### src/osis_pkg.sv
// Timing, register map, states and command stream of the panel host sequencer.
`default_nettype none
package osis_pkg;

  ////////////////////////////////////////////////////////////////////////////////
  // Clock rate and delays, each in its own unit.
  localparam int unsigned CLK_MHZ   = 200;
  localparam int unsigned US_PER_MS = 1000;
  localparam int unsigned T_VDD_MS  = 20;
  localparam int unsigned T_RST_US  = 3;
  localparam int unsigned T_VCC_US  = 100;
  localparam int unsigned T_ON_MS   = 100;
  localparam int unsigned T_OFF_MS  = 80;

  // Cycle counts; whole microseconds at this rate need no rounding.
  localparam logic [31:0] RST_CYC = 32'(T_RST_US * CLK_MHZ);
  localparam logic [31:0] VCC_CYC = 32'(T_VCC_US * CLK_MHZ);
  localparam logic [31:0] VDD_CYC = 32'(T_VDD_MS * US_PER_MS * CLK_MHZ);
  localparam logic [31:0] ON_CYC  = 32'(T_ON_MS * US_PER_MS * CLK_MHZ);
  localparam logic [31:0] OFF_CYC = 32'(T_OFF_MS * US_PER_MS * CLK_MHZ);

  // Serial clock half period in system cycles, giving 10 MHz.
  localparam int unsigned SCLK_HALF_CYC = 10;
  localparam logic [2:0]  TOP_BIT       = 3'h7;

  ////////////////////////////////////////////////////////////////////////////////
  // Register map on the APB port, byte addresses.
  localparam logic [7:0]  ADDR_CTRL  = 8'h00;
  localparam logic [7:0]  ADDR_RAW   = 8'h04;
  localparam logic [7:0]  ADDR_STAT  = 8'h08;
  localparam int unsigned CTL_ON     = 0;
  localparam int unsigned CTL_OFF    = 1;
  localparam int unsigned CTL_FILL   = 2;
  localparam int unsigned RAW_DC_BIT = 8;

  ////////////////////////////////////////////////////////////////////////////////
  // Command stream indices and bulk transfer sizes.
  localparam logic [5:0]  IDX_INIT     = 6'h00;
  localparam logic [5:0]  IDX_CLR_END  = 6'h24;
  localparam logic [5:0]  IDX_ON       = 6'h25;
  localparam logic [5:0]  IDX_FILL     = 6'h26;
  localparam logic [5:0]  IDX_FILL_END = 6'h2C;
  localparam logic [5:0]  IDX_OFF      = 6'h2D;
  localparam int unsigned RAM_ROWS     = 160;
  localparam int unsigned RAM_ROW_B    = 160;
  localparam int unsigned FILL_ROWS    = 64;
  localparam int unsigned FILL_ROW_B   = 128;
  // Two pixels per byte, so 160 by 160 bytes cover 320x160 nibbles.
  localparam logic [15:0] CLR_BYTES    = 16'(RAM_ROWS * RAM_ROW_B);
  localparam logic [15:0] FILL_BYTES   = 16'(FILL_ROWS * FILL_ROW_B);
  localparam logic [15:0] ONE_LEFT     = 16'h0001;
  localparam logic [7:0]  BYTE_ZERO    = 8'h00;
  localparam logic [7:0]  BYTE_FULL    = 8'hFF;
  localparam logic        CMD          = 1'h0;
  localparam logic        DAT          = 1'h1;

  typedef enum logic [3:0] {
    ST_OFF, ST_VDDW, ST_RSTL, ST_VCCW, ST_ROM, ST_BULK,
    ST_DRAIN, ST_DONW, ST_READY, ST_RAW, ST_OFFW
  } osis_state_t;

  // Command stream: init block, RAM clear window, display on, fill window, off.
  function automatic logic [8:0] osis_rom(input logic [5:0] idx);
    logic [8:0] r;
    r = {CMD, BYTE_ZERO};
    case (idx)
      // Off, lock, remap, start line, offset, normal.
      6'h00: r = {CMD, 8'hAE};
      6'h01: r = {CMD, 8'hFD};
      6'h02: r = {DAT, 8'h12};
      6'h03: r = {CMD, 8'hA0};
      6'h04: r = {DAT, 8'h02};
      6'h05: r = {DAT, 8'h10};
      6'h06: r = {CMD, 8'hA1};
      6'h07: r = {DAT, 8'h00};
      6'h08: r = {CMD, 8'hA2};
      6'h09: r = {DAT, 8'h00};
      6'h0A: r = {CMD, 8'hA6};
      // Current reference, phases, clock, second precharge, gray table.
      6'h0B: r = {CMD, 8'hAD};
      6'h0C: r = {DAT, 8'h80};
      6'h0D: r = {CMD, 8'hB1};
      6'h0E: r = {DAT, 8'h74};
      6'h0F: r = {CMD, 8'hB3};
      6'h10: r = {DAT, 8'hB1};
      6'h11: r = {CMD, 8'hB6};
      6'h12: r = {DAT, 8'h08};
      6'h13: r = {CMD, 8'hB9};
      // Precharge, deselect level, contrast, multiplex ratio.
      6'h14: r = {CMD, 8'hBA};
      6'h15: r = {DAT, 8'h02};
      6'h16: r = {CMD, 8'hBB};
      6'h17: r = {DAT, 8'h07};
      6'h18: r = {CMD, 8'hBE};
      6'h19: r = {DAT, 8'h07};
      6'h1A: r = {CMD, 8'hC1};
      6'h1B: r = {DAT, 8'h4F};
      6'h1C: r = {CMD, 8'hCA};
      6'h1D: r = {DAT, 8'h7F};
      // Whole-RAM window then RAM write.
      6'h1E: r = {CMD, 8'h15};
      6'h1F: r = {DAT, 8'h00};
      6'h20: r = {DAT, 8'h4F};
      6'h21: r = {CMD, 8'h75};
      6'h22: r = {DAT, 8'h00};
      6'h23: r = {DAT, 8'h9F};
      6'h24: r = {CMD, 8'h5C};
      6'h25: r = {CMD, 8'hAF};
      // Visible window: four segments per column address.
      6'h26: r = {CMD, 8'h15};
      6'h27: r = {DAT, 8'h08};
      6'h28: r = {DAT, 8'h47};
      6'h29: r = {CMD, 8'h75};
      6'h2A: r = {DAT, 8'h00};
      6'h2B: r = {DAT, 8'h3F};
      6'h2C: r = {CMD, 8'h5C};
      6'h2D: r = {CMD, 8'hAE};
      default: r = {CMD, BYTE_ZERO};
    endcase
    return r;
  endfunction : osis_rom

endpackage : osis_pkg
`default_nettype wire

### src/osis_spi_if.sv
// Byte handshake and serial pin signals between the sequencer and its shifter.
`default_nettype none
interface osis_spi_if;
  logic       valid;
  logic       ready;
  logic       busy;
  logic       dc;
  logic [7:0] dat;
  logic       sclk;
  logic       serial_data_in;
  logic       cs_n;
  logic       dc_pin;

  modport ctl (output valid, dc, dat, input ready, busy, sclk, serial_data_in, cs_n, dc_pin);
  modport shf (input valid, dc, dat, output ready, busy, sclk, serial_data_in, cs_n, dc_pin);
endinterface : osis_spi_if
`default_nettype wire

### src/osis_spi_shift.sv
// Serial byte shifter: frames one byte with select, MSB first, clock idles low.
`default_nettype none
module osis_spi_shift
  import osis_pkg::*;
#(
  parameter int unsigned HALF = SCLK_HALF_CYC // System cycles per serial half period.
) (
  input wire logic clk,   // System clock.
  input wire logic rst,   // Asynchronous reset, active high.
  osis_spi_if.shf  sp     // Byte handshake and pin side.
);

  typedef enum logic {SH_IDLE, SH_SHIFT} osis_sh_t;

  osis_sh_t   st_reg;
  logic [7:0] sh_reg;
  logic [2:0] bit_reg;
  logic [7:0] div_reg;
  logic       sclk_reg;
  logic       cs_n_reg;
  logic       dc_reg;

  ////////////////////////////////////////////////////////////////////////////////
  // Decodes and pin outputs.
  wire       take     = sp.valid && (st_reg == SH_IDLE);
  wire       div_done = (div_reg == '0);
  wire       last_bit = (bit_reg == '0);
  wire [7:0] div_load = 8'(HALF - 1);

  assign sp.ready  = (st_reg == SH_IDLE);
  assign sp.busy   = (st_reg != SH_IDLE);
  assign sp.sclk   = sclk_reg;
  assign sp.serial_data_in   = sh_reg[TOP_BIT];
  assign sp.cs_n   = cs_n_reg;
  assign sp.dc_pin = dc_reg;

  ////////////////////////////////////////////////////////////////////////////////
  // Select stays low for the whole byte and D/C is held until it rises, so the
  // panel sees D/C steady on the eighth rising edge.
  always_ff @(posedge clk or posedge rst) begin
    if (rst) begin
      st_reg   <= SH_IDLE;
      sh_reg   <= '0;
      bit_reg  <= '0;
      div_reg  <= '0;
      sclk_reg <= 1'h0;
      cs_n_reg <= 1'h1;
      dc_reg   <= 1'h0;
    end else if (take) begin
      st_reg   <= SH_SHIFT;
      sh_reg   <= sp.dat;
      dc_reg   <= sp.dc;
      cs_n_reg <= 1'h0;
      bit_reg  <= TOP_BIT;
      div_reg  <= div_load;
    end else if (st_reg == SH_SHIFT) begin
      div_reg <= div_done ? div_load : div_reg - 8'h01;
      if (div_done && !sclk_reg) begin
        sclk_reg <= 1'h1;
      end else if (div_done) begin
        sclk_reg <= 1'h0;
        bit_reg  <= bit_reg - 3'h1;
        sh_reg   <= {sh_reg[6:0], 1'h0};
        // Select rises with the last falling edge, ending the frame.
        if (last_bit) begin
          cs_n_reg <= 1'h1;
          st_reg   <= SH_IDLE;
        end
      end
    end
  end

endmodule : osis_spi_shift
`default_nettype wire

### src/osis_top.sv
// Host controller that powers up, initialises, fills and powers down the panel module.
//
// Register access over APB and the register offsets are this design's own decisions.
`default_nettype none
module osis_top
  import osis_pkg::*;
#(
  parameter logic [31:0] VDD_WAIT  = VDD_CYC,      // Logic supply settle before reset.
  parameter logic [31:0] VCC_WAIT  = VCC_CYC,      // Panel supply settle before init.
  parameter logic [31:0] ON_WAIT   = ON_CYC,       // Display-on to drivers running.
  parameter logic [31:0] OFF_WAIT  = OFF_CYC,      // Panel supply off to logic off.
  parameter logic [15:0] CLR_CNT   = CLR_BYTES,    // Zero bytes that clear the whole RAM.
  parameter logic [15:0] FILL_CNT  = FILL_BYTES,   // Full bytes that light the window.
  parameter int unsigned SCLK_HALF = SCLK_HALF_CYC // Serial clock half period.
) (
  input  wire logic        CLK,                  // System clock, 200 MHz.
  input  wire logic        RST,                  // Asynchronous reset, active high.
  input  wire logic        PSEL,                 // APB select.
  input  wire logic        PENABLE,              // APB access phase.
  input  wire logic        PWRITE,               // APB write when high.
  input  wire logic [7:0]  PADDR,                // APB byte address.
  input  wire logic [31:0] PWDATA,               // APB write data.
  output logic      [31:0] PRDATA,               // APB read data.
  output logic             PREADY,               // APB ready, one wait state.
  output logic             PSLVERR,              // APB error on unmapped address.
  output logic             CS_N,                 // Panel chip select, active low.
  output logic             DC,                   // Low command, high data.
  output logic             SCLK,                 // Serial clock on data pin 0.
  output logic             SERIAL_DATA_IN_D1,    // Serial data on data pin 1.
  output logic             SERIAL_DATA_IN_D2,    // Serial data on data pin 2.
  output logic             HARDWARE_RESET_IN_N,  // Panel reset, active low.
  output logic             VCC_EN,               // Panel drive supply enable.
  output logic             VDD_EN,               // Panel logic supply enable.
  output logic             BUS_SELECT_LOW_BIT,   // Interface select, held low.
  output logic             BUS_SELECT_HIGH_BIT,  // Interface select, held low.
  output logic [1:0]       RW_RD,                // Parallel strobes, held low.
  output logic [4:0]       DATA_UPPER            // Unused data pins 3 to 7, held low.
);

  osis_spi_if spi ();

  osis_state_t state_reg, state_next;
  logic [5:0]  idx_reg, idx_next;
  logic [5:0]  last_reg, last_next;
  logic [15:0] cnt_reg, cnt_next;
  logic        fill_reg, fill_next;
  logic [31:0] tmr_reg, tmr_next;
  logic        vdd_reg, vdd_next;
  logic        vcc_reg, vcc_next;
  logic        res_n_reg, res_n_next;
  logic [8:0]  raw_reg;
  logic        pready_reg;
  logic [31:0] prdata_reg;
  logic        pslverr_reg;
  logic        cs_n_reg, dc_reg, sclk_reg, sd1_reg, sd2_reg;
  logic [8:0]  tie_reg;

  osis_spi_shift #(
    .HALF (SCLK_HALF)
  ) u_shift (
    .clk (CLK),
    .rst (RST),
    .sp  (spi.shf)
  );

  ////////////////////////////////////////////////////////////////////////////////
  // APB decode. A write lands only on the edge that also samples PREADY high.
  wire apb_acc   = PSEL && PENABLE && pready_reg;
  wire hit_ctrl  = (PADDR == ADDR_CTRL);
  wire hit_raw   = (PADDR == ADDR_RAW);
  wire hit_stat  = (PADDR == ADDR_STAT);
  wire mapped    = hit_ctrl || hit_raw || hit_stat;
  wire wr_ctrl   = apb_acc && PWRITE && hit_ctrl;
  wire wr_raw    = apb_acc && PWRITE && hit_raw;
  wire cmd_on    = wr_ctrl && PWDATA[CTL_ON];
  wire cmd_off   = wr_ctrl && PWDATA[CTL_OFF];
  wire cmd_fill  = wr_ctrl && PWDATA[CTL_FILL];
  wire disp_on   = (state_reg == ST_READY);

  // Status word: state, serial busy, supplies, reset pin, display running.
  wire [31:0] stat_word = {23'h000000, disp_on, res_n_reg, vcc_reg, vdd_reg,
                           spi.busy, state_reg};
  wire [31:0] rd_mux    = hit_raw  ? {23'h000000, raw_reg} :
                          hit_stat ? stat_word : 32'h00000000;

  ////////////////////////////////////////////////////////////////////////////////
  // Byte source: stream table, bulk pixel bytes or the software raw byte.
  wire [8:0] rom_word  = osis_rom(idx_reg);
  wire [7:0] bulk_byte = fill_reg ? BYTE_FULL : BYTE_ZERO;
  wire       in_rom    = (state_reg == ST_ROM);
  wire       in_bulk   = (state_reg == ST_BULK);
  wire       in_raw    = (state_reg == ST_RAW);
  wire       spi_take  = spi.valid && spi.ready;
  wire       tmr_done  = (tmr_reg == '0);
  wire       at_last   = (idx_reg == last_reg);
  wire       bulk_end  = (cnt_reg == ONE_LEFT);

  assign spi.valid = in_rom || in_bulk || in_raw;
  // Pixel bytes are always data; stream and raw bytes carry their own mark.
  assign spi.dc    = in_bulk ? DAT : (in_raw ? raw_reg[RAW_DC_BIT] : rom_word[RAW_DC_BIT]);
  assign spi.dat   = in_bulk ? bulk_byte : (in_raw ? raw_reg[7:0] : rom_word[7:0]);

  ////////////////////////////////////////////////////////////////////////////////
  // Sequencer. Requests that do not fit the current state are ignored, which
  // keeps the supply order safe whatever software writes.
  always_comb begin
    state_next = state_reg;
    idx_next   = idx_reg;
    last_next  = last_reg;
    cnt_next   = cnt_reg;
    fill_next  = fill_reg;
    tmr_next   = tmr_done ? tmr_reg : tmr_reg - 32'h1;
    vdd_next   = vdd_reg;
    vcc_next   = vcc_reg;
    res_n_next = res_n_reg;
    case (state_reg)
      ST_OFF: if (cmd_on) begin
        vdd_next   = 1'h1;
        tmr_next   = VDD_WAIT;
        state_next = ST_VDDW;
      end
      ST_VDDW: if (tmr_done) begin
        res_n_next = 1'h0;
        tmr_next   = RST_CYC;
        state_next = ST_RSTL;
      end
      // Panel supply comes up with the reset release, past 3 us of low.
      ST_RSTL: if (tmr_done) begin
        res_n_next = 1'h1;
        vcc_next   = 1'h1;
        tmr_next   = VCC_WAIT;
        state_next = ST_VCCW;
      end
      ST_VCCW: if (tmr_done) begin
        idx_next   = IDX_INIT;
        last_next  = IDX_CLR_END;
        state_next = ST_ROM;
      end
      ST_ROM: if (spi_take) begin
        idx_next = idx_reg + 6'h01;
        if (at_last && idx_reg == IDX_CLR_END) begin
          fill_next  = 1'h0;
          cnt_next   = CLR_CNT;
          state_next = ST_BULK;
        end else if (at_last && idx_reg == IDX_FILL_END) begin
          fill_next  = 1'h1;
          cnt_next   = FILL_CNT;
          state_next = ST_BULK;
        end else if (at_last) begin
          state_next = ST_DRAIN;
        end
      end
      ST_BULK: if (spi_take) begin
        cnt_next = cnt_reg - 16'h0001;
        if (bulk_end && fill_reg) begin
          state_next = ST_READY;
        end else if (bulk_end) begin
          idx_next   = IDX_ON;
          last_next  = IDX_ON;
          state_next = ST_ROM;
        end
      end
      // Delays are timed from the end of the byte, not from its hand-off.
      ST_DRAIN: if (!spi.busy && last_reg == IDX_ON) begin
        tmr_next   = ON_WAIT;
        state_next = ST_DONW;
      end else if (!spi.busy) begin
        vcc_next   = 1'h0;
        tmr_next   = OFF_WAIT;
        state_next = ST_OFFW;
      end
      ST_DONW: if (tmr_done) begin
        state_next = ST_READY;
      end
      ST_READY: if (cmd_off) begin
        idx_next   = IDX_OFF;
        last_next  = IDX_OFF;
        state_next = ST_ROM;
      end else if (cmd_fill) begin
        idx_next   = IDX_FILL;
        last_next  = IDX_FILL_END;
        state_next = ST_ROM;
      end else if (wr_raw) begin
        state_next = ST_RAW;
      end
      ST_RAW: if (spi_take) begin
        state_next = ST_READY;
      end
      ST_OFFW: if (tmr_done) begin
        vdd_next   = 1'h0;
        res_n_next = 1'h0;
        state_next = ST_OFF;
      end
      default: state_next = ST_OFF;
    endcase
  end

  // Sequencer state.
  always_ff @(posedge CLK or posedge RST) begin
    if (RST) begin
      state_reg <= ST_OFF;
      idx_reg   <= '0;
      last_reg  <= '0;
      cnt_reg   <= '0;
      fill_reg  <= 1'h0;
      tmr_reg   <= '0;
      vdd_reg   <= 1'h0;
      vcc_reg   <= 1'h0;
      res_n_reg <= 1'h0;
    end else begin
      state_reg <= state_next;
      idx_reg   <= idx_next;
      last_reg  <= last_next;
      cnt_reg   <= cnt_next;
      fill_reg  <= fill_next;
      tmr_reg   <= tmr_next;
      vdd_reg   <= vdd_next;
      vcc_reg   <= vcc_next;
      res_n_reg <= res_n_next;
    end
  end

  ////////////////////////////////////////////////////////////////////////////////
  // APB slave registers. Ready is registered, so every access sees one wait state.
  always_ff @(posedge CLK or posedge RST) begin
    if (RST) begin
      raw_reg     <= '0;
      pready_reg  <= 1'h0;
      prdata_reg  <= '0;
      pslverr_reg <= 1'h0;
    end else begin
      if (wr_raw && state_reg == ST_READY) begin
        raw_reg <= PWDATA[RAW_DC_BIT:0];
      end
      pready_reg  <= PSEL && PENABLE && !pready_reg;
      prdata_reg  <= rd_mux;
      pslverr_reg <= !mapped;
    end
  end

  // Pin flops: serial pins pass one register so every output leaves a flop.
  always_ff @(posedge CLK or posedge RST) begin
    if (RST) begin
      cs_n_reg <= 1'h1;
      dc_reg   <= 1'h0;
      sclk_reg <= 1'h0;
      sd1_reg  <= 1'h0;
      sd2_reg  <= 1'h0;
      tie_reg  <= '0;
    end else begin
      cs_n_reg <= spi.cs_n;
      dc_reg   <= spi.dc_pin;
      sclk_reg <= spi.sclk;
      sd1_reg  <= spi.serial_data_in;
      sd2_reg  <= spi.serial_data_in;
      tie_reg  <= '0;
    end
  end

  assign PRDATA              = prdata_reg;
  assign PREADY              = pready_reg;
  assign PSLVERR             = pslverr_reg;
  assign CS_N                = cs_n_reg;
  assign DC                  = dc_reg;
  assign SCLK                = sclk_reg;
  assign SERIAL_DATA_IN_D1   = sd1_reg;
  assign SERIAL_DATA_IN_D2   = sd2_reg;
  assign HARDWARE_RESET_IN_N = res_n_reg;
  assign VCC_EN              = vcc_reg;
  assign VDD_EN              = vdd_reg;
  assign BUS_SELECT_LOW_BIT  = tie_reg[0];
  assign BUS_SELECT_HIGH_BIT = tie_reg[1];
  assign RW_RD               = tie_reg[3:2];
  assign DATA_UPPER          = tie_reg[8:4];
endmodule : osis_top
`default_nettype wire

### config.mk
export PLATFORM = sky130hd
export DESIGN_NAME = osis_top
export DESIGN_NICKNAME = d
export VERILOG_FILES = /design/src/osis_pkg.sv /design/src/osis_spi_if.sv /design/src/osis_spi_shift.sv /design/src/osis_top.sv
export SDC_FILE = /design/constraint.sdc
export NUM_CORES = 1
export LEC_CHECK = 0
export BUFFER_PORTS_ARGS = -buffer_cell sky130_fd_sc_hd__buf_2
export CORE_UTILIZATION = 49
export DETAILED_ROUTE_END_ITERATION = 16
export PLACE_DENSITY = 0.77
export SETUP_SLACK_MARGIN = 0.1
export SLEW_MARGIN = 5
export SYNTH_ARGS = -nofsm -noshare
export SYNTH_HDL_FRONTEND = slang
export SYNTH_HIERARCHICAL = 1
export SYNTH_SLANG_ARGS = --single-unit
### constraint.sdc
create_clock -name CLK -period 3.25 [get_ports CLK]
set_clock_uncertainty 0.2 [all_clocks]
set_input_delay 0.4875 -clock CLK [delete_from_list [all_inputs] [get_ports CLK]]
set_output_delay 0.4875 -clock CLK [all_outputs]
set_load 0.02 [all_outputs]
# [Yosys cells after proc, flatten, opt, wreduce, memory -nomap -nowiden]
# Memories as Yosys holds them, arrays and structs flattened.
# Index checks and enable logic that the tools add are counted.
[word_totals] regBits=115 word_cells=206 ram_bits=0 latchBits=0 rom_bits=576 mem_count=1 output_inout_bits=51 in_bits=45
[mem_list] name="(name not given)" words=64 width=9 rd=1 rd_ports_with_merged_regs=0 wr=0 line_no="osis_pkg.sv:66" source="case (idx)"
[op_classes] n_bitwise=2 reduce_logical=52 shift=0 mul=0 mux=84 div_mod_pow=0 n_addsub=5 magnitude_cmp=0 eq_ne=38
[op_table] cell="32-bit 2-to-1 mux" n=6
[op_table] cell="32-bit case mux with 4 select lines" n=1
[op_table] cell="8-bit 2-to-1 mux" n=10
[op_table] cell="4-bit 2-to-1 mux" n=19
[op_table] cell="16-bit 2-to-1 mux" n=4
[op_table] cell="6-bit 2-to-1 mux" n=10
[op_table] cell="4-bit case mux with 11 select lines" n=1
[op_table] cell="32-bit logical NOT" n=1
[op_table] cell="16-bit case mux with 2 select lines" n=1
[op_table] cell="32-bit by 1-bit subtractor with 32-bit output (second input constant)" n=1
[op_table] cell="6-bit case mux with 4 select lines" n=1
[op_table] cell="1-bit 2-to-1 mux" n=21
[op_table] cell="2-bit != test (second input constant)" n=10
[op_table] cell="6-bit equality test (second input constant)" n=3
[op_table] cell="9-bit 2-to-1 mux" n=2
[op_table] cell="6-bit case mux with 3 select lines" n=1
[op_table] cell="2-bit nonzero test" n=9
[op_table] cell="16-bit by 1-bit equality test with 1-bit output (second input constant)" n=1
[op_table] cell="4-bit by 3-bit equality test with 1-bit output (second input constant)" n=4
[op_table] cell="1-bit logical AND" n=16
[op_table] cell="8-bit logical NOT" n=2
[op_table] cell="16-bit by 1-bit subtractor with 16-bit output (second input constant)" n=1
[op_table] cell="3-bit AND reduction" n=5
[op_table] cell="13-bit AND reduction" n=1
[op_table] cell="other kinds (27)" n=50

# [Longest topological paths before layout]
# Gate-level depths: netlist of run 1.
[logic_depth] ltp_word=8 depth_mapped=13 depth_no_buf=12

# [Modules after synthesis]
# The synthesis of run 1 kept the hierarchy.
[by_module_without_submodules] mod="osis_top" area_per_inst_um2=6284.8 seq_area_each_um2=2228.4 cells_each=724 instances=1
[by_module_without_submodules] mod="osis_spi_shift" area_per_inst_um2=1158.6 seq_area_each_um2=576.8 cells_each=107 instances=1

# [Worst setup path before layout of run 1]
# Ideal clock, no wire load.
[synth_timing] path_type="flip-flop to flip-flop" from="register idx_reg[0]" to="register u_shift.sh_reg[7]" path_buffers=1 slack_ns=0.555 arrival_time_ns=2.369 period_less_slack_ns=2.695 setup_time_ns=0.126 required_time_ns=2.924 stages_incl_launch_ff=12 path_cell_list="dfrtp_1 -> buf_2 -> inv_1 -> ha_1 -> inv_1 -> ha_1 -> o311ai_0 -> o21ai_0 -> o22ai_1 -> o21ai_0 -> and2_1 -> a221o_1"
[synth_between] elab_chain_cells=4
[synth_rtl] element="start, declared" line_no="osis_top.sv:43" source="logic [5:0] idx_reg, idx_next;"
[synth_rtl] element="start signal, assigned" line_no="osis_top.sv:212" source="idx_reg <= idx_next;"
[synth_rtl] element="memory 64 x 9 bit"
[synth_rtl] element="8-bit 2-to-1 mux (2 in a row)" line_no="osis_top.sv:101" source="assign spi.dat = in_bulk ? bulk_byte : (in_raw ? raw_reg[7:0] : rom_word[7:0]);"
[synth_rtl] element="via spi.dat[7]" line_no="osis_spi_if.sv:8" source="logic [7:0] dat;"
[synth_rtl] element="8-bit 2-to-1 mux" line_no="osis_spi_shift.sv:49" source="end else if (take) begin"
[synth_rtl] element="end signal, assigned" line_no="osis_spi_shift.sv:51" source="sh_reg <= sp.dat;"
[synth_rtl] element="end signal, assigned" line_no="osis_spi_shift.sv:63" source="sh_reg <= {sh_reg[6:0], 1'h0};"
[synth_rtl] element="end, declared" line_no="osis_spi_shift.sv:16" source="logic [7:0] sh_reg;"
# The timed path passes the listed nets, and every way through them passes these cells.
# A chain may end at the register's enable or synchronous reset.

# [Worst setup path in the final report of run 1]
[layout_timing] from="register idx_reg[0]" to="register cnt_reg[5]"
[layout_between] elab_chain_cells=5 elab_cells_between_ends=10 classes_between="4 x eq/ne; 3 x mux; 3 x reduce/logical"
[layout_rtl] element="6-bit equality test (on tied branches)" line_no="osis_top.sv:95, osis_top.sv:141"
[layout_rtl] element="1-bit logical AND" line_no="osis_top.sv:141" source="if (at_last && idx_reg == IDX_CLR_END) begin"
[layout_rtl] element="16-bit 2-to-1 mux" line_no="osis_top.sv:141"
[layout_rtl] element="16-bit 2-to-1 mux" line_no="osis_top.sv:139" source="ST_ROM: if (spi_take) begin"
[layout_rtl] element="16-bit case mux with 2 select lines" line_no="osis_top.sv:116" source="case (state_reg)"
[layout_rtl] element="end signal, assigned" line_no="osis_top.sv:214" source="cnt_reg <= cnt_next;"
[layout_rtl] element="end, declared" line_no="osis_top.sv:45" source="logic [15:0] cnt_reg, cnt_next;"
# Parallel ways exist; a longest one is shown, timed or not. The select of a mux whose other input is x is not followed.

==> summary.md, run 1 <==
| Metric | Value |
|---|---|
| Ports | `96` |
| Hold_sp | `PWDATA[6]` |
| FMAX | `361 MHz` |
| Chip Height | `125 microns` |
| Yosys top cell area share | `37.0%` |
| Core Area | `14,700 sq um` |
| Crit. End Element | `flip-flop` |
| Cell Area, Synth | `7440 sq um` |
| Drt pass-1 iters | `12` |
| List of most frequent post-synthesis cells | `dfrtp_1, nor2_1, nand2_1` |
| CTS HTree Levels | `3` |
| Die ar. | `15,700 sq um` |
| CTS Sinks | `112` |
| Largest fanout on the critical path | `8` |
| Crit-path leading delay family | `simple AND/OR/NAND/NOR gates` |
| Post-synth EDFFs | `0` |
| Layout cells sized above 1 | `15.1%` |
| Largest net degree at the start of global routing | `67` |
| DRC viols | `4` |
| CP Cell Sequence | `inv_1 > ha_1 > nand2_1 > nor4_4 > o2111ai_2 > or4_1 > xor2_1 > nor2_1` |
| PortBufs | `40` |
| FF-to-FF End | `cnt_reg[5]$_DFFE_PP0P_` |
| Startpoint class of the critical path | `flip-flop` |
| Final Max Slew Viols | `0` |
| Initial Util | `50.6%` |
| VDD IR-drop max | `0.234 mV` |
| Worst-Margin Slew | `0.850 ns` |
| GP Congestion | `0.900` |
| Asr flop ratio synth | `100%` |
| Setup_tns | `0 ns` |
| Minimum clock period | `2.77 ns` |
| Fin nets | `934` |
| Yosys top cell by area | `dfrtp_1` |
| Tcrit/Tclk final | `85.3%` |
| Stages on worst setup path | `8` |
| Final Setup Violations | `0` |
| Status | `complete, but fails checks` |
| Reg2reg start | `idx_reg[0]$_DFFE_PP0P_` |
| First-pass GRT wire length | `29,300 microns` |
| Number of cells on the worst reg-to-reg path | `8` |
| Drt wl/cell | `17.0 microns` |
| Iter 0 DRT Violations | `655` |
| Vias in the first global route | `5,688` |
| Critical setup path kind | `reg2reg` |
| Ant diodes | `0` |
| Total Routing Usage GR | `23.4%` |
| Critical Path RT | `3.30 ns` |
| Vias | `6,350` |
| Most common cell in the netlist | `dfrtp_1` |
| Clock buffer depth | `2` |
| Row Count | `44` |
| Pwr Total | `2.64 mW` |
| Setup crit end | `cnt_reg[5]$_DFFE_PP0P_` |
| CTS tree | `done` |
| Max-slew headroom | `43.3%` |
| Largest register FFs | `32` |
| Worst path bufs/invs | `1` |
| Die W | `125 microns` |
| Initial antenna violation count | `0` |
| Critical Path Slowest Stage Cell | `or4_1` |
| Fin. Hold Viols | `0` |
| Top_reg_cell synth | `dfrtp_1` |
| GRT Residual Overflow | `0` |
| Area growth syn-to-layout | `8.67%` |
| Sequential area share after synthesis | `37.7%` |
| Max-Cap Viols | `0` |
| Post-DP HPWL | `13,100 microns` |
| Clk slew on worst S/H paths | `0.08 ns` |
| Total of warnings raised by yosys | `6` |
| Mapped Cells | `831` |
| Setup Buffers After CTS | `0` |
| Synth cell types | `83` |
| CTS Root Cell | `clkbuf_16` |
| Failing checks | `design-rule violations` |
| TritonCTS Buffers | `9` |
| Max incr delay on CP | `0.49 ns` |
| Drt via density | `6.01` |
| CP Data Arrival Time | `2.82 ns` |
| Worst-Skew Late Latency | `0.36 ns` |
| Hold WC Path Type | `in2reg` |
| P_leak | `3.44 nW` |
| Power Density | `327 nW/um^2` |
| DRT antenna net count | `0` |
| Avg Cell Area, Syn | `8.96 sq um` |
| Synth area leaders | `dfrtp_1, nor2_1, o21ai_0, buf_4, ha_1` |
| Critical Path Source | `idx_reg[0]$_DFFE_PP0P_` |
| FF-to-FF setup slack | `0.48 ns` |
| Routed wire length | `17,900 microns` |
| RSZ-0062 raised after global routing | `no` |
| Seq cells post-synth | `112` |
[placed cells by master, fill, tap and decap left out, types with 11 or more instances in the layout]
| cell type | n |
|---|---|
| nor3_1 | 25 |
| o21ai_0 | 56 |
| conb_1 | 32 |
| a22oi_1 | 11 |
| xnor2_1 | 13 |
| and2_1 | 12 |
| nand2_1 | 63 |
| mux2i_1 | 11 |
| a21oi_1 | 38 |
| buf_2 | 40 |
| ha_1 | 21 |
| a211oi_1 | 20 |
| nand2b_1 | 18 |
| xor2_1 | 24 |
| or3_1 | 11 |
| dfrtp_1 | 110 |
| buf_4 | 26 |
| nor2_1 | 86 |
| nor2b_1 | 16 |
| inv_1 | 25 |
| nand3_1 | 17 |
[area by class of cell]
cell class                      count  area [sq um]
Multi-Input combinational cell    649          4210
Clock buffer                        9           225
Tap cell                          184           230
Inverter                           28           109
Fill cell                        1335          6610
Sequential cell                   112          2810
Timing Repair Buffer               68           425
Clock inverter                      7          88.8
[routing by layer]
| layer | up-vias | track usage (%) | wire length (microns) |
|---|---|---|---|
| li1 | 3007 | - | - |
| met1 | 3067 | 33.8 | 8340 |
| met2 | 239 | 35.0 | 8140 |
| met3 | 37 | 4.96 | 1090 |
| met4 | 0 | 7.53 | 368 |
| met5 | - | 0 | 0 |
[worst min-delay path by stage]
stage                        endpoint  slack (ns)  cells after the start
2_1_floorplan            DC$_DFF_PP0_        0.15                      0
3_3_place_gp           CS_N$_DFF_PP1_        0.16                      0
3_5_place_dp           CS_N$_DFF_PP1_        0.16                      0
4_1_cts              PREADY$_DFF_PP0_        0.13                      3
5_1_grt        raw_reg[6]$_DFFE_PP0P_        0.14                      2
6_report       raw_reg[6]$_DFFE_PP0P_        0.14                      2
[worst reg2reg max path: stages, from the launching register on]
cell	delay, ns
dfrtp_1	0.38
inv_1	0.23
ha_1	0.27
nand2_1	0.20
nor4_4	0.43
o2111ai_2	0.28
or4_1	0.49
xor2_1	0.14
nor2_1	0.05
[report_power, final]
group	internal [mW]	leakage, nW	switching (mW)
clock	0.561	0.153	0.592
sequential	1.39	1.33	0.000570
combinational	0.0178	1.95	0.0772
total	1.97	3.44	0.670
[stage by stage]
stage	instances	setup WS (ns)	hold WS (ns)	utilization, %	area (sq um)
after floorplan	862	0.257	0.154	-	7560
after global placement	1040	0.510	0.160	52.8	7760
after detailed placement	1040	0.492	0.158	52.8	7760
after CTS	1057	0.483	0.133	55.0	8090
after global routing	1057	0.284	0.137	55.0	8090
final	1057	0.477	0.140	55.0	8090
[kinds of logic after synthesis]
logic type,synth area share [%]
other,0.0504
adder cells (fa/ha/maj),3.68
buffers and inverters,7.38
XOR/XNOR,4.35
AND/OR/NAND/NOR,25.2
flip-flops,37.7
AO/OA/AOI/OAI,18.2
multiplexers,3.45
[repair_timing]
item	4_1_cts	5_1_grt
endpoints found under the setup margin	0	0
hold buffers	1	0
endpoints found under the hold margin	22	0
resized for setup	0	0
No activity file was read; power rests on OpenSTA's default activity.
==> run 2, diff against run 1 <==
- ABC_AREA: unset -> 1
==> run 2 against run 1 <==
The flow finishes with violations (negative hold slack). Largest power group is now combinational logic. Cell count up 31%. Die area up 6.5%. Non-clock buffer count down 18. Hold slack worse by 0.15 ns.
==> summary.md, run 2 <==
| Metric | Value |
|---|---|
| Status | `complete, but fails checks` |
| Failing checks | `negative hold slack` |
| Number of cells on the worst reg-to-reg path | `11 (+3)` |
| Largest register FFs | `32 (unchanged)` |
| Multi-input combinational cell area | `4360 sq um (+3.6%)` |
| Drt pass-1 iters | `6 (-6)` |
| Commonest non-fill, non-tap cells in the layout | `nand2_1, nor2_1, inv_1, dfrtp_1, nand3_1` |
| FMAX | `390 MHz (+8.1%)` |
| Startpoint class of the critical path | `flip-flop` |
| Critical Path RT | `3.31 ns (about the same)` |
| Vias | `7,281 (+15%)` |
| Post-DP HPWL | `15,000 microns (+15%)` |
| Worst-Margin Slew | `0.918 ns (+0.0678 ns)` |
| Core Area | `15,800 sq um (+7.7%)` |
| Met1 Track Usage GR | `36.3% (+2.4 points)` |
| Total of warnings raised by yosys | `6 (unchanged)` |
| Commonest non-fill, non-tap cell in the layout | `nand2_1` |
| DRT antenna net count | `0 (unchanged)` |
| Sequential area share after synthesis | `35.3% (-2.3 points)` |
| DRC viols | `0 (-4)` |
| Minimum clock period | `2.56 ns (-0.208 ns)` |
| Final Setup Violations | `0 (unchanged)` |
| First-pass GRT wire length | `33,600 microns (+15%)` |
| Critical Path Source | `tmr_reg[0]$_DFF_PP0_` |
| Routed wire length | `20,100 microns (+12%)` |
| Die W | `129 microns (+3.2%)` |
| Chip Height | `129 microns (+3.2%)` |
| Setup crit end | `tmr_reg[5]$_DFF_PP0_` |
| Met3 GRT Util | `4.00% (-0.96 points)` |
| Cell Area, Synth | `7940 sq um (+6.6%)` |
| Initial Util | `50.2% (-0.49 points)` |
| Iter 0 DRT Violations | `592 (-9.6%)` |
| FF-to-FF End | `tmr_reg[5]$_DFF_PP0_` |
| Synth area leaders | `dfrtp_1, nand2_1, nor2_1, inv_1, nand3_1` |
| Area growth syn-to-layout | `7.42%` |
| CP Cell Sequence | `inv_1 > ha_1 > nand2_2 > nor2_4 > nand2_2 > nor2_4 > inv_2 > nand3_1 > nand2_1 > nand2_1 > inv_1` |
| Post-synth EDFFs | `0 (unchanged)` |
| Max incr delay on CP | `0.44 ns (-0.05 ns)` |
| GP Congestion | `0.961 (+6.8%)` |
| Worst-Skew Late Latency | `0.36 ns (about the same)` |
| Clock buffer depth | `2 (unchanged)` |
| CTS tree | `done` |
| RSZ-0062 raised after global routing | `no` |
| Seq cells post-synth | `112 (unchanged)` |
| P_leak | `4.56 nW (+33%)` |
| CTS Sinks | `112 (unchanged)` |
| Crit. End Element | `flip-flop` |
| Layout cells sized above 1 | `12.8% (-2.3 points)` |
| Stages on worst setup path | `11 (+3)` |
| Drt via density | `5.25 (-13%)` |
| Largest net degree at the start of global routing | `43 (-36%)` |
| Die ar. | `16,700 sq um (+6.5%)` |
| Critical Path Slowest Stage Cell | `nor2_4` |
| Setup_tns | `0 ns (unchanged)` |
| Vias in the first global route | `6,786 (+19%)` |
| Synth cell types | `46 (-45%)` |
| Row Count | `46 (+4.5%)` |
| Fill cell count | `1,491 (+12%)` |
| Drt wl/cell | `14.5 microns (-15%)` |
| TritonCTS Buffers | `9 (unchanged)` |
| Initial antenna violation count | `0 (unchanged)` |
| Cts repair resizes | `0 (unchanged)` |
| List of most frequent post-synthesis cells | `nand2_1, nor2_1, inv_1` |
| GRT busiest layer | `met2` |
| Max-Cap Viols | `0 (unchanged)` |
| Hold Worst Slack | `-0.0142 ns (-0.154 ns)` |
| VDD IR-drop max | `0.540 mV (+130%)` |
| Max-slew headroom | `38.7% (-4.5 points)` |
| Reg2reg start | `tmr_reg[0]$_DFF_PP0_` |
| Total Routing Usage GR | `25.9% (+2.4 points)` |
| Mapped Cells | `1,129 (+36%)` |
| CTS Hold Bufs | `0 (-1)` |
| Yosys top cell area share | `34.7% (-2.3 points)` |
| GRT Residual Overflow | `0 (unchanged)` |
| Most common cell in the netlist | `nand2_1` |
| Met2 global-route usage | `40.3% (+5.2 points)` |
| Top_reg_cell synth | `dfrtp_1` |
| Final Max Slew Viols | `0 (unchanged)` |
| Crit-path leading delay family | `simple AND/OR/NAND/NOR gates` |
| Tcrit/Tclk final | `78.9% (-6.4 points)` |
| Avg Cell Area, Syn | `7.03 sq um (-22%)` |
| Clk slew on worst S/H paths | `0.07 ns (about the same)` |
| Critical setup path kind | `reg2reg` |
| Ant diodes | `0 (unchanged)` |
| FF-to-FF setup slack | `0.69 ns (+0.21 ns)` |
| Final Core Density | `53.9% (-1.2 points)` |
| Fin nets | `1,231 (+32%)` |
| PortBufs | `40 (unchanged)` |
| Asr flop ratio synth | `100% (unchanged)` |
| CTS HTree Levels | `3 (unchanged)` |
| Worst path bufs/invs | `3 (+2)` |
| Hold WC Path Type | `in2async` |
| Yosys top cell by area | `dfrtp_1` |
| Ports | `96 (unchanged)` |
| Setup Buffers After CTS | `0 (unchanged)` |
| CTS Root Cell | `clkbuf_16` |
| Fin. Hold Viols | `6 (+6)` |
| Power Density | `858 nW/um^2 (+160%)` |
| FF+latch area | `2810 sq um (unchanged)` |
| Largest fanout on the critical path | `15 (+7)` |
| CP Data Arrival Time | `2.62 ns (-0.20 ns)` |
[run 2: changes by cell type after synthesis, sizes merged, moves of 13 or more]
cell / delta
a211oi: -21
a21oi: -18
and2: -14
clkbuf: -15
inv: +103
mux2: -13
nand2: +255
nand2b: -18
nand3: +73
nand4: +16
nor2: +94
nor2b: -16
nor4: -20
o21ai: +15
[run 2: cell families after synthesis]
| kind of cell | after synthesis | synth area share, % |
|---|---|---|
| AOI/OAI and AO/OA | 131 | 9.25 |
| xor gates and xnor gates | 28 | 3.09 |
| buffers and inverters | 186 | 11.2 |
| adders and majority gates | 21 | 3.31 |
| DFF | 112 | 35.3 |
| other | 1 | 0.0472 |
| and+or+nand+nor | 650 | 37.7 |
[run 2: metrics by stage]
stage	area, sq um	worst slack [ns]	total power [mW]	std cells
global placement	8200	0.709	5.94	1370
floorplan	8050	0.257	5.23	1160
finish	8530	0.685	7.32	1386
CTS	8530	0.719	7.28	1386
global route	8530	0.442	7.99	1386
detailed placement	8200	0.633	6.02	1370
[run 2: how the worst min path moves through the flow]
stage,from,endpoint,slack [ns],depth (start not counted)
2_1_floorplan,u_shift/sp.cs_n$_DFFE_PP1P_,CS_N$_DFF_PP1_,0.15,0
3_3_place_gp,u_shift/sp.cs_n$_DFFE_PP1P_,CS_N$_DFF_PP1_,0.16,0
3_5_place_dp,u_shift/sp.cs_n$_DFFE_PP1P_,CS_N$_DFF_PP1_,0.16,0
4_1_cts,RST,cnt_reg[5]$_DFFE_PP0P_,0.002,2
5_1_grt,RST,cnt_reg[5]$_DFFE_PP0P_,0.03,2
6_report,RST,cnt_reg[5]$_DFFE_PP0P_,-0.01,2
[run 2: per-layer routing]
metal	vias up	routed length (microns)
met5	-	0
met4	0	400
met3	30	1300
met2	268	9130
met1	3349	9260
li1	3634	-
[run 2: cell type report]
class                           count  share of cell area (%)
Multi-Input combinational cell    862                    51.1
Clock inverter                      3                   0.763
Clock buffer                       13                    3.05
Timing Repair Buffer               50                    3.23
Sequential cell                   112                    32.9
Tap cell                          216                    3.17
Inverter                          130                    5.78
[run 2: report_power, final]
group	leakage (nW)	switching [mW]	internal (mW)
Combinational	2.97	2.60	1.34
Sequential	1.43	0.390	1.76
Clock	0.160	0.507	0.718
Total	4.56	3.50	3.82
==> run 3, diff against run 2 <==
- clock period: 3.25 -> 2.4 ns (I/O delays scaled with it)
==> run 3 against run 2 <==
Hold slack improved by 0.022 ns. Count of clock-buffer cells in the layout fell by 4. Clock power increased by 25%. The flow now finishes without violations. Routed wire length increased by 0.45%. Highest routed layer unchanged. Global-route usage is essentially flat. Register-to-register slack got worse by 0.44 ns. Critical endpoint is now cnt_reg[7]$_DFFE_PP0P_. Non-clock buffer count rose by 20. Setup slack got worse by 0.44 ns. Sequential cell count did not move.
==> summary.md, run 3 (synthesis gave the netlist of run 2 again) <==
| Metric | Value |
|---|---|
| CTS Root Cell | `clkbuf_16` |
| Commonest non-fill, non-tap cell in the layout | `nand2_1` |
| Crit. End Element | `flip-flop` |
| Iter 0 DRT Violations | `559 (-5.6%)` |
| Worst-Margin Slew | `0.580 ns (-0.338 ns)` |
| Drt via density | `5.33 (+1.4%)` |
| Clk slew on worst S/H paths | `0.07 ns (about the same)` |
| CP dominant cell by count | `nand2_1` |
| Critical Path RT | `2.44 ns (-0.87 ns)` |
| Drt pass-1 iters | `7 (+1)` |
| Hold WC Path Type | `in2reg` |
| Post-Layout Cell Count | `1,406 (+1.4%)` |
| Startpoint class of the critical path | `flip-flop` |
| Die ar. | `16,700 sq um (unchanged)` |
| Area growth syn-to-layout | `9.60%` |
| Fin. Hold Viols | `0 (-6)` |
| Largest register FFs | `32 (unchanged)` |
| Fin nets | `1,251 (+1.6%)` |
| Power Density | `1140 nW/um^2 (+33%)` |
| Total Routing Usage GR | `25.9% (+0.032 points)` |
| Status | `finished, final reports clean` |
| Setup_tns | `0 ns (unchanged)` |
| Critical setup path kind | `reg2reg` |
| Max-slew headroom | `61.2% (+22 points)` |
| Ports | `96 (unchanged)` |
| DRC viols | `0 (unchanged)` |
| Core Area | `15,800 sq um (unchanged)` |
| Gate power share | `55.5% (+1.6 points)` |
| Worst-Skew Late Latency | `0.36 ns (about the same)` |
| Max incr delay on CP | `0.39 ns (-0.05 ns)` |
| Layout cells sized above 1 | `15.0% (+2.2 points)` |
| Final Max Slew Viols | `0 (unchanged)` |
| GP Congestion | `0.968 (+0.76%)` |
| Drt wl/cell | `14.4 microns (-0.98%)` |
| Tcrit/Tclk final | `89.8% (+11 points)` |
| Critical Path Slowest Stage Cell | `dfrtp_1` |
| P_leak | `4.64 nW (+1.8%)` |
| Largest fanout on the critical path | `13 (-2)` |
| Post-DP HPWL | `15,100 microns (+0.59%)` |
| Place WS | `0.134 ns (-0.499 ns)` |
| Vias | `7,487 (+2.8%)` |
| TritonCTS Buffers | `9 (unchanged)` |
| Minimum clock period | `2.16 ns (-0.409 ns)` |
| FMAX | `464 MHz (+19%)` |
| Clock buffer depth | `2 (unchanged)` |
| Ant diodes | `0 (unchanged)` |
| Initial antenna violation count | `0 (unchanged)` |
| Sequential Power Share | `29.1% (-0.3 points)` |
| Chip Height | `129 microns (unchanged)` |
| DRT antenna net count | `0 (unchanged)` |
| Commonest non-fill, non-tap cells in the layout | `nand2_1, nor2_1, inv_1, dfrtp_1, nand3_1` |
| Largest net degree at the start of global routing | `90 (+110%)` |
| Setup ws final | `0.244 ns (-0.441 ns)` |
| CTS Sinks | `112 (unchanged)` |
| Pwr Total | `9.93 mW (+36%)` |
| Row Count | `46 (unchanged)` |
| PortBufs | `40 (unchanged)` |
| RSZ-0062 raised after global routing | `yes` |
| Inst Count DP | `1,388 (+1.3%)` |
| First-pass GRT wire length | `34,100 microns (+1.4%)` |
| Fill cell count | `1,501 (+0.67%)` |
| Switching Fraction | `48.5% (+0.73 points)` |
| Final Core Density | `55.0% (+1.1 points)` |
| Final Setup Violations | `0 (unchanged)` |
| CP Cell Sequence | `inv_2 > buf_4 > ha_2 > nand2_1 > nor2_2 > nand3_1 > nand2_1 > nand2_2 > buf_4 > nand2_1 > o21ai_0` |
| Die W | `129 microns (unchanged)` |
| Vias in the first global route | `6,980 (+2.9%)` |
| NetSw | `4.82 mW (+38%)` |
| CTS tree | `done` |
| Routed wire length | `20,200 microns (+0.45%)` |
| Internal | `5.11 mW (+34%)` |
| Max-Cap Viols | `0 (unchanged)` |
| Clk pwr share | `15.4% (-1.3 points)` |
| Initial Util | `50.2% (unchanged)` |
| CP Data Arrival Time | `2.20 ns (-0.42 ns)` |
| GRT Residual Overflow | `0 (unchanged)` |
| VDD IR-drop max | `0.896 mV (+66%)` |
| CTS HTree Levels | `3 (unchanged)` |
run 3: stage by stage:
| step | hold WS, ns | cell area [sq um] |
|---|---|---|
| floorplan | 0.154 | 8060 |
| global placement | 0.156 | 8360 |
| detailed placement | 0.160 | 8360 |
| CTS | 0.00637 | 8670 |
| global route | 0.0479 | 8700 |
| finish | 0.00825 | 8700 |
run 3: final timing paths:
check	from	end	slack (ns)	cells past startpoint
worst min-delay path	PWDATA[5]	raw_reg[5]$_DFFE_PP0P_	0.008	3
min in group asynchronous	RST	u_shift/div_reg[7]$_DFFE_PP0P_	0.41	4
max in group asynchronous	RST	idx_reg[1]$_DFFE_PP0P_	1.10	4
worst min register to register	u_shift/sp.cs_n$_DFFE_PP1P_	CS_N$_DFF_PP1_	0.17	0
worst max-delay path	idx_reg[0]$_DFFE_PP0P_	cnt_reg[7]$_DFFE_PP0P_	0.24	11
worst max register to register	idx_reg[0]$_DFFE_PP0P_	cnt_reg[7]$_DFFE_PP0P_	0.24	11
run 3: repair_timing:
item | 4_1_cts | 5_1_grt
hold buffers | 1 | 0
setup endpoints to repair | 0 | 31
resized for setup | 0 | 13
setup buffers | 0 | 1
endpoints found under the hold margin | 110 | 0
run 3: layout make-up:
type | count | area [sq um] | share of cell area [%]
clock buffers | 9 | 225 | 2.59
clock inverters | 7 | 70.1 | 0.805
inverters | 130 | 499 | 5.74
multi-input cells | 862 | 4380 | 50.3
flip-flops and latches | 112 | 2810 | 32.3
well taps | 216 | 270 | 3.11
repair buffers | 70 | 453 | 5.21
run 3: worst max-delay path: cells and delay by family, from the launching register on:
| kind | cells | cell delay, ns |
|---|---|---|
| AND/OR/NAND/NOR | 6 | 0.73 |
| flip-flops | 1 | 0.39 |
| AO/OA/AOI/OAI | 1 | 0.07 |
| adder cells (fa/ha/maj) | 1 | 0.23 |
| buffers and inverters | 3 | 0.42 |
run 3: layer usage:
| metal | wire length [microns] | track usage (%) |
|---|---|---|
| met1 | 9260 | 36.0 |
| met2 | 9040 | 41.2 |
| met3 | 1410 | 4.34 |
| met4 | 477 | 7.96 |
| met5 | 0 | 0 |
run 3: power by group through the flow:
stage | Sequential [mW] | Clock [mW] | Combinational, mW
2_1_floorplan | 2.83 | 0 | 4.26
3_3_place_gp | 2.89 | 0 | 5.26
3_5_place_dp | 2.90 | 0 | 5.36
4_1_cts | 2.87 | 1.57 | 5.40
5_1_grt | 2.94 | 1.63 | 6.27
6_report | 2.89 | 1.53 | 5.51
